### src/rtl/cfg_loader_pkg.sv
// Constants shared by the configuration loader supervisor
package cfg_loader_pkg;
  // System clock rate
  localparam int CLK_HZ = 100_000_000;
  // Power-on delay, longest time, in microseconds
  localparam int POR_DELAY_US = 200_000;
  // Cycles of the power-on delay; a longest time rounds down
  localparam int POR_CYCLES = (POR_DELAY_US / 1000) * (CLK_HZ / 1000);
  // Bit clocks waited for done after the last bit
  localparam int DONE_WAIT_CLOCKS = 16;
  // Bit clock divider: half period in system cycles
  localparam int BITCLK_HALF = 4;
  // Default bitstream length in bits
  localparam int STREAM_BITS = 1024;
  // Address counter width
  localparam int ADDR_W = 24;
  localparam logic [ADDR_W-1:0] ADDR_RESET = 24'h00_0000;
endpackage

### src/rtl/cfg_link_if.sv
// Interface carrying the synchronised link levels between the loader modules
`timescale 1ns/1ns
interface cfg_link_if;
  logic chip_sel;
  logic status_in;
  logic bitclk_in;
  modport sync_side
  (
    output chip_sel,
    output status_in,
    output bitclk_in
  );
  modport core_side
  (
    input chip_sel,
    input status_in,
    input bitclk_in
  );
endinterface

### src/rtl/cfg_loader.sv
// Power-on, master/slave selection and error supervision of a serial config memory
// Function
// Hold off configuration for power-on delay
// Pull status pin low during power-on delay
// Release status pin when delay ends
// Chip-select high at exit gives slave mode
// Target powered before delay ends
// Early done as master flags error
// No done 16 clocks after end flags error
// Auto-restart after error when enabled
// Target pulls status low on CRC error
// External status low resets configuration state
// Status low clears counter, tri-states data
// Chip-select low after reset enables output
// Master drives bit clock, cascade low after data
// Idle with bit clock low after done
// Delay and done wait counted by timers
`timescale 1ns/1ns
module cfg_loader
  import cfg_loader_pkg::*;
#(
  parameter int POR_COUNT = POR_CYCLES,
  parameter int BITS = STREAM_BITS,
  parameter int DONE_WAIT = DONE_WAIT_CLOCKS
)
(
  input wire logic CLOCK,
  input wire logic RST,
  input wire logic CHIP_SEL_N,
  input wire logic TARGET_STATUS_LOW_IN,
  output logic TARGET_STATUS_LOW_OUT,
  output logic TARGET_STATUS_LOW_OE,
  input wire logic BITCLK_IN,
  output logic BITCLK_OUT,
  output logic BITCLK_OE,
  output logic DATA_OUT,
  output logic DATA_OE,
  output logic CASCADE_N,
  input wire logic AUTO_RESTART,
  input wire logic MEM_BIT,
  output logic [ADDR_W-1:0] MEM_ADDR,
  output logic SLAVE_MODE,
  output logic CONFIG_ERROR,
  output logic CONFIG_DONE
);
  typedef enum {ST_POR, ST_WAIT_REL, ST_SELECT, ST_SEND, ST_DONE_WAIT, ST_ERROR,
    ST_IDLE, ST_SLAVE} state_e;

  // Refuse sizes that the counters cannot hold; the address must reach BITS
  if (POR_COUNT < 1 || BITS < 1 || DONE_WAIT < 1 || DONE_WAIT > 255 ||
    BITS >= (1 << ADDR_W))
  begin : g_bad_params
    $error("cfg_loader: unusable parameter values");
  end

  ////////////////////////////////////////////////////////////////////////////
  // Synchronised pins
  cfg_link_if link ();

  cfg_pin_sync i_cfg_pin_sync
  (
    .CLOCK(CLOCK),
    .RST(RST),
    .chip_sel_pin(CHIP_SEL_N),
    .status_pin(TARGET_STATUS_LOW_IN),
    .bitclk_pin(BITCLK_IN),
    .link(link.sync_side)
  );

  ////////////////////////////////////////////////////////////////////////////
  // State and counters
  state_e state_reg, state_next;
  logic [31:0] timer_reg, timer_next;
  logic [ADDR_W-1:0] addr_reg, addr_next;
  logic [7:0] div_reg, div_next;
  logic bitclk_reg, bitclk_next;
  logic data_reg, data_next;
  logic [7:0] wait_reg, wait_next;
  logic error_reg, error_next;

  // Wire decode; a pin driven low by us also reads low, so only outside lows count
  wire driving_low = (state_reg == ST_POR) || (state_reg == ST_ERROR);
  wire ext_status_low = !link.status_in && !driving_low;
  wire done_high = link.chip_sel;
  wire half_tick = (div_reg == 8'(BITCLK_HALF - 1));
  wire fall_tick = half_tick && bitclk_reg;
  // The counter points at the next bit to fetch, so the memory read has a cycle
  wire all_sent = (addr_reg == ADDR_W'(BITS));

  function automatic logic [31:0] dec_sat(input logic [31:0] v);
    dec_sat = (v == 32'h0000_0000) ? v : v - 32'h0000_0001;
  endfunction

  function automatic logic [ADDR_W-1:0] addr_inc(input logic [ADDR_W-1:0] a);
    addr_inc = a + ADDR_W'(1);
  endfunction

  ////////////////////////////////////////////////////////////////////////////
  // Next-state logic
  always_comb
  begin
    state_next = state_reg;
    timer_next = timer_reg;
    addr_next = addr_reg;
    div_next = half_tick ? 8'h00 : div_reg + 8'h01;
    bitclk_next = bitclk_reg;
    data_next = data_reg;
    wait_next = wait_reg;
    error_next = error_reg;
    case (state_reg)
      ST_POR:
      begin
        timer_next = dec_sat(timer_reg);
        if (timer_reg == 32'h0000_0000)
          state_next = ST_WAIT_REL;
      end
      ST_WAIT_REL:
      begin
        // Pull-up needs time to raise the released line
        if (link.status_in)
          state_next = ST_SELECT;
      end
      ST_SELECT:
      begin
        addr_next = ADDR_RESET;
        bitclk_next = 1'b0;
        div_next = 8'h00;
        if (done_high)
          state_next = ST_SLAVE;
        else
        begin
          state_next = ST_SEND;
          data_next = MEM_BIT;
          addr_next = addr_inc(ADDR_RESET);
        end
      end
      ST_SEND:
      begin
        if (half_tick)
          bitclk_next = !bitclk_reg;
        if (done_high)
        begin
          state_next = ST_ERROR;
          error_next = 1'b1;
          timer_next = 32'h0000_0003;
        end
        else if (fall_tick)
        begin
          if (all_sent)
          begin
            state_next = ST_DONE_WAIT;
            wait_next = 8'(DONE_WAIT);
          end
          else
          begin
            addr_next = addr_inc(addr_reg);
            data_next = MEM_BIT;
          end
        end
      end
      ST_DONE_WAIT:
      begin
        if (half_tick)
          bitclk_next = !bitclk_reg;
        if (done_high)
        begin
          state_next = ST_IDLE;
          bitclk_next = 1'b0;
        end
        else if (fall_tick)
        begin
          wait_next = wait_reg - 8'h01;
          if (wait_reg == 8'h01)
          begin
            state_next = ST_ERROR;
            error_next = 1'b1;
            timer_next = 32'h0000_0003;
          end
        end
      end
      ST_ERROR:
      begin
        // Status pin low: a short pulse then restart, or held low while we stay
        bitclk_next = 1'b0;
        addr_next = ADDR_RESET;
        timer_next = dec_sat(timer_reg);
        if (timer_reg == 32'h0000_0000 && AUTO_RESTART)
          state_next = ST_WAIT_REL;
      end
      ST_IDLE:
        bitclk_next = 1'b0;
      ST_SLAVE:
        bitclk_next = 1'b0;
      default:
        state_next = ST_POR;
    endcase
    // Target pulling status low resets state, address, bit clock and error after power-on
    if (ext_status_low && state_reg != ST_WAIT_REL && state_reg != ST_POR)
    begin
      // A fresh error in the same cycle wins over the clear
      if (state_next != ST_ERROR)
        error_next = 1'b0;
      state_next = ST_WAIT_REL;
      addr_next = ADDR_RESET;
      bitclk_next = 1'b0;
    end
    if (state_next == ST_SEND && state_reg == ST_SELECT)
      error_next = 1'b0;
  end

  ////////////////////////////////////////////////////////////////////////////
  // Registers
  always_ff @(posedge CLOCK or posedge RST)
  begin
    if (RST)
    begin
      state_reg <= ST_POR;
      timer_reg <= 32'(POR_COUNT - 1);
      addr_reg <= ADDR_RESET;
      div_reg <= 8'h00;
      bitclk_reg <= 1'b0;
      data_reg <= 1'b0;
      wait_reg <= 8'h00;
      error_reg <= 1'b0;
    end
    else
    begin
      state_reg <= state_next;
      timer_reg <= timer_next;
      addr_reg <= addr_next;
      div_reg <= div_next;
      bitclk_reg <= bitclk_next;
      data_reg <= data_next;
      wait_reg <= wait_next;
      error_reg <= error_next;
    end
  end

  ////////////////////////////////////////////////////////////////////////////
  // Pin drive; open-drain status only ever drives low
  assign TARGET_STATUS_LOW_OUT = 1'b0;
  assign TARGET_STATUS_LOW_OE = driving_low;
  wire sending = (state_reg == ST_SEND);
  wire mastering = sending || (state_reg == ST_DONE_WAIT);
  assign BITCLK_OUT = bitclk_reg;
  assign BITCLK_OE = mastering || (state_reg == ST_IDLE);
  assign DATA_OUT = data_reg;
  assign DATA_OE = sending;
  assign CASCADE_N = !(state_reg == ST_DONE_WAIT || state_reg == ST_IDLE);
  assign MEM_ADDR = addr_reg;
  assign SLAVE_MODE = (state_reg == ST_SLAVE);
  assign CONFIG_ERROR = error_reg;
  assign CONFIG_DONE = (state_reg == ST_IDLE);
endmodule

### src/rtl/cfg_pin_sync.sv
// Two-stage synchronisers for the pins that come from outside the clock domain
`timescale 1ns/1ns
module cfg_pin_sync
(
  input wire logic CLOCK,
  input wire logic RST,
  input wire logic chip_sel_pin,
  input wire logic status_pin,
  input wire logic bitclk_pin,
  cfg_link_if.sync_side link
);
  logic [2:0] stage1_reg;
  logic [2:0] stage2_reg;

  // First stage feeds only the second; status resets low since we hold it low
  // in reset, so a stale high cannot end the wait for the pull-up early
  always_ff @(posedge CLOCK or posedge RST)
  begin
    if (RST)
    begin
      stage1_reg <= 3'h5;
      stage2_reg <= 3'h5;
    end
    else
    begin
      stage1_reg <= {bitclk_pin, status_pin, chip_sel_pin};
      stage2_reg <= stage1_reg;
    end
  end

  assign link.chip_sel = stage2_reg[0];
  assign link.status_in = stage2_reg[1];
  assign link.bitclk_in = stage2_reg[2];
endmodule

### config.mk
export PLATFORM = sky130hd
export DESIGN_NAME = cfg_loader
export DESIGN_NICKNAME = d
export VERILOG_FILES = /design/src/rtl/cfg_loader_pkg.sv /design/src/rtl/cfg_link_if.sv /design/src/rtl/cfg_loader.sv /design/src/rtl/cfg_pin_sync.sv
export SDC_FILE = /design/constraint.sdc
export NUM_CORES = 1
export LEC_CHECK = 0
export ABC_CLOCK_PERIOD_IN_PS = 3600
export BUFFER_PORTS_ARGS = -buffer_cell sky130_fd_sc_hd__buf_2
export CAP_MARGIN = 20
export CORE_ASPECT_RATIO = 1.4
export CORE_MARGIN = 1
export CORE_UTILIZATION = 39
export DETAILED_ROUTE_END_ITERATION = 10
export SYNTH_ARGS = -nofsm -noshare
export SYNTH_HDL_FRONTEND = slang
export SYNTH_SLANG_ARGS = --single-unit
### constraint.sdc
create_clock -name CLOCK -period 3.6 [get_ports CLOCK]
set_input_delay 0.72 -clock CLOCK [delete_from_list [all_inputs] [get_ports CLOCK]]
set_output_delay 0.72 -clock CLOCK [all_outputs]
set_load 0.01 [all_outputs]
==> metrics.md <==
| Metric | Value |
|---|---|
| Reg-to-reg slack, setup | `220 ps` |
| # clock sinks | `111` |
| Pins over their slew limit | `0` |
| Mapped Cells | `573` |
| TritonRoute pass-1 iters | `5` |
| Die Footprint | `14,600 µm²` |
| Worst Path Arrival | `3630 ps` |
| CP endpoint kind | `register` |
| Via density | `5.28` |
| Initial antenna violation count | `0` |
| TNS Setup | `0 ps` |
| Leak Pwr | `2.85 nW` |
| Most frequent cells in the layout | `dfrtp_1, nor2_1, nand2_1, buf_2` |
| Final antenna-violating net count | `0` |
| Share of cells above drive strength 1 | `0.168` |
| Die Wd | `102 µm` |
| Clk pin slew, worst setup/hold paths | `80 ps` |
| Commonest non-fill, non-tap cell in the layout | `dfrtp_1` |
| Initial Util | `0.397` |
| Ant. Diodes | `0` |
| WS Path Type | `register to register` |
| Synthesized area per cell | `9.60 µm²` |
| Routed wire per std cell | `14.5 µm` |
| RSZ-0062 raised after global routing | `no` |
| GR Overflow Total | `0` |
| GP Congestion | `0.865` |
| Clk buf depth | `2` |
| First-pass GRT wire length | `21,300 µm` |
| TritonCTS Buffers | `9` |
| Worst-Margin Slew | `661 ps` |
| Post-route insts no fill | `839` |
| Vias in the first global route | `4,383` |
| Startpoint types | `register` |
| Critical path peak fanout | `8` |
| Final Skew | `13.5 ps` |
| Dpl cells | `823` |
| Final-stage net count | `664` |
| H-Tree Depth | `3` |
| Die Ht | `143 µm` |
| Outcome | `finished clean` |
| #FFs+latches synth | `111` |
| HPWL after DPL | `8560 µm` |
| Synth Flop Type | `dfrtp_1` |
| Max Cap Viol | `0` |
| Hold Violations, Final | `0` |
| Via count | `4,429` |
| FMAX | `296 MHz` |
| # DRC | `0` |
| CTS tree | `built` |
| Worst slew margin | `0.553` |
| Global Route Usage Sum | `0.185` |
| Critical Path RT | `3860 ps` |
| Final setup viols | `0` |
| Synthesized area | `5500 µm²` |
| Rows | `51` |
| Crit share post-route | `0.938` |
| DRT iter0 DRCs | `190` |
| Ys async rst share | `1.00` |
| Worst Hold Class | `register to register` |
| Core footprint | `13,800 µm²` |
| Largest net degree at the start of global routing | `112` |
| Number of flops mapped to enable cells by yosys | `0` |
| DRT Wirelength | `12,200 µm` |
| Yosys top cell by area | `dfrtp_1` |
| # port buffers | `38` |
| Pwr Density | `366 nW/µm²` |
| Synth warn | `0` |
| Sequential area share after synthesis | `0.509` |
| Area share of the largest cell type after synthesis | `0.428` |
| Hold Slack | `361 ps` |
| Worst skew pair latency | `360 ps` |
| Root Driver | `clkbuf_16` |
| Maximum VDD drop | `0.230 mV` |
| Top cells by area, synth | `dfrtp_1, dfstp_2, nor2_1` |
| Area Overhead vs Synth | `16.7%` |
| Ports | `41` |
| Synth cell types | `60` |
| Final Critical Period | `3380 ps` |
-- synth_stat cells, drive strengths merged, types with 5 or more instances --
master / n
dfrtp: 94
nor2: 81
nand2: 40
nor3: 32
o21ai: 30
nand3: 28
xnor2: 28
a21oi: 25
nor4: 25
dfstp: 17
nand4: 14
nand2b: 13
xor2: 13
clkbuf: 12
inv: 12
buf: 11
or3: 11
ha: 8
or4: 8
and3: 7
nand3b: 7
a31oi: 6
nor4b: 5
-- cell type report --
class / instances / area, µm²
Sequential cell: 111 / 2800
Tap cell: 185 / 231
Inverter: 12 / 48.8
Timing Repair Buffer: 59 / 373
Fill cell: 1333 / 7430
Clock buffer: 9 / 225
Multi-Input combinational cell: 456 / 2650
Clock inverter: 7 / 91.3
-- logic make-up (layout without fill, tap and decap cells) --
logic type,count (synthesis),in the layout,synth area share
and+or+nand+nor,293,293,0.283
buffers and inverters,35,87,0.0296
adders and majority gates,8,8,0.0182
muxes,1,1,0.00205
DFF,111,111,0.509
AOI/OAI and AO/OA,83,83,0.0924
xor gates and xnor gates,41,41,0.0653
other,1,30,0.000682
-- per-layer routing --
| metal | track usage | vias up | share of wire |
|---|---|---|---|
| li1 | - | 2156 | - |
| met1 | 0.239 | 2179 | 0.44 |
| met2 | 0.308 | 83 | 0.51 |
| met3 | 0.0265 | 11 | 0.029 |
| met4 | 0.0797 | 0 | 0.014 |
| met5 | 0 | - | 0 |
-- path summary, 6_finish.rpt --
kind / start / to / cells past startpoint
max: div_reg[0] / MEM_ADDR[13] / 13
min reg2reg: i_cfg_pin_sync.stage1_reg[0] / i_cfg_pin_sync.stage2_reg[0] / 0
min in group asynchronous: RST / MEM_ADDR[10] / 3
max reg2reg: div_reg[0] / MEM_ADDR[13] / 13
min: i_cfg_pin_sync.stage1_reg[0] / i_cfg_pin_sync.stage2_reg[0] / 0
max in group asynchronous: RST / timer_reg[19] / 3
-- per-stage QoR --
step                       util  setup slack, ps  power [mW]  instance area (µm²)
after floorplan               -              380        1.34                 5610
after CTS                 0.463              206        2.39                 6420
after global placement    0.440              195        1.36                 6100
final                     0.464              224        2.35                 6420
after detailed placement  0.440              230        1.36                 6100
after global routing      0.464             36.7        2.45                 6420
-- worst max-delay path: stages (launching register included) --
cell	delay (ps)
dfrtp_1	390
ha_1	170
or4b_2	580
nor4_1	190
buf_4	160
ha_1	190
buf_4	150
nand2b_1	100
nand3_1	100
o211ai_1	110
or3_4	400
or4_4	530
xor2_1	170
nor2_2	40
-- power by group --
group          internal [mW]  switching (mW)
Combinational         0.0137          0.0410
Clock                  0.503           0.517
Sequential              1.27         0.00970
-- repair_timing --
item / in CTS / in global routing
resized for setup: 0 / 1
endpoints found under the setup margin: 0 / 2
hold buffers: 0 / 0
setup buffers: 0 / 0
Note: power is estimated with default switching activity, not from simulation.
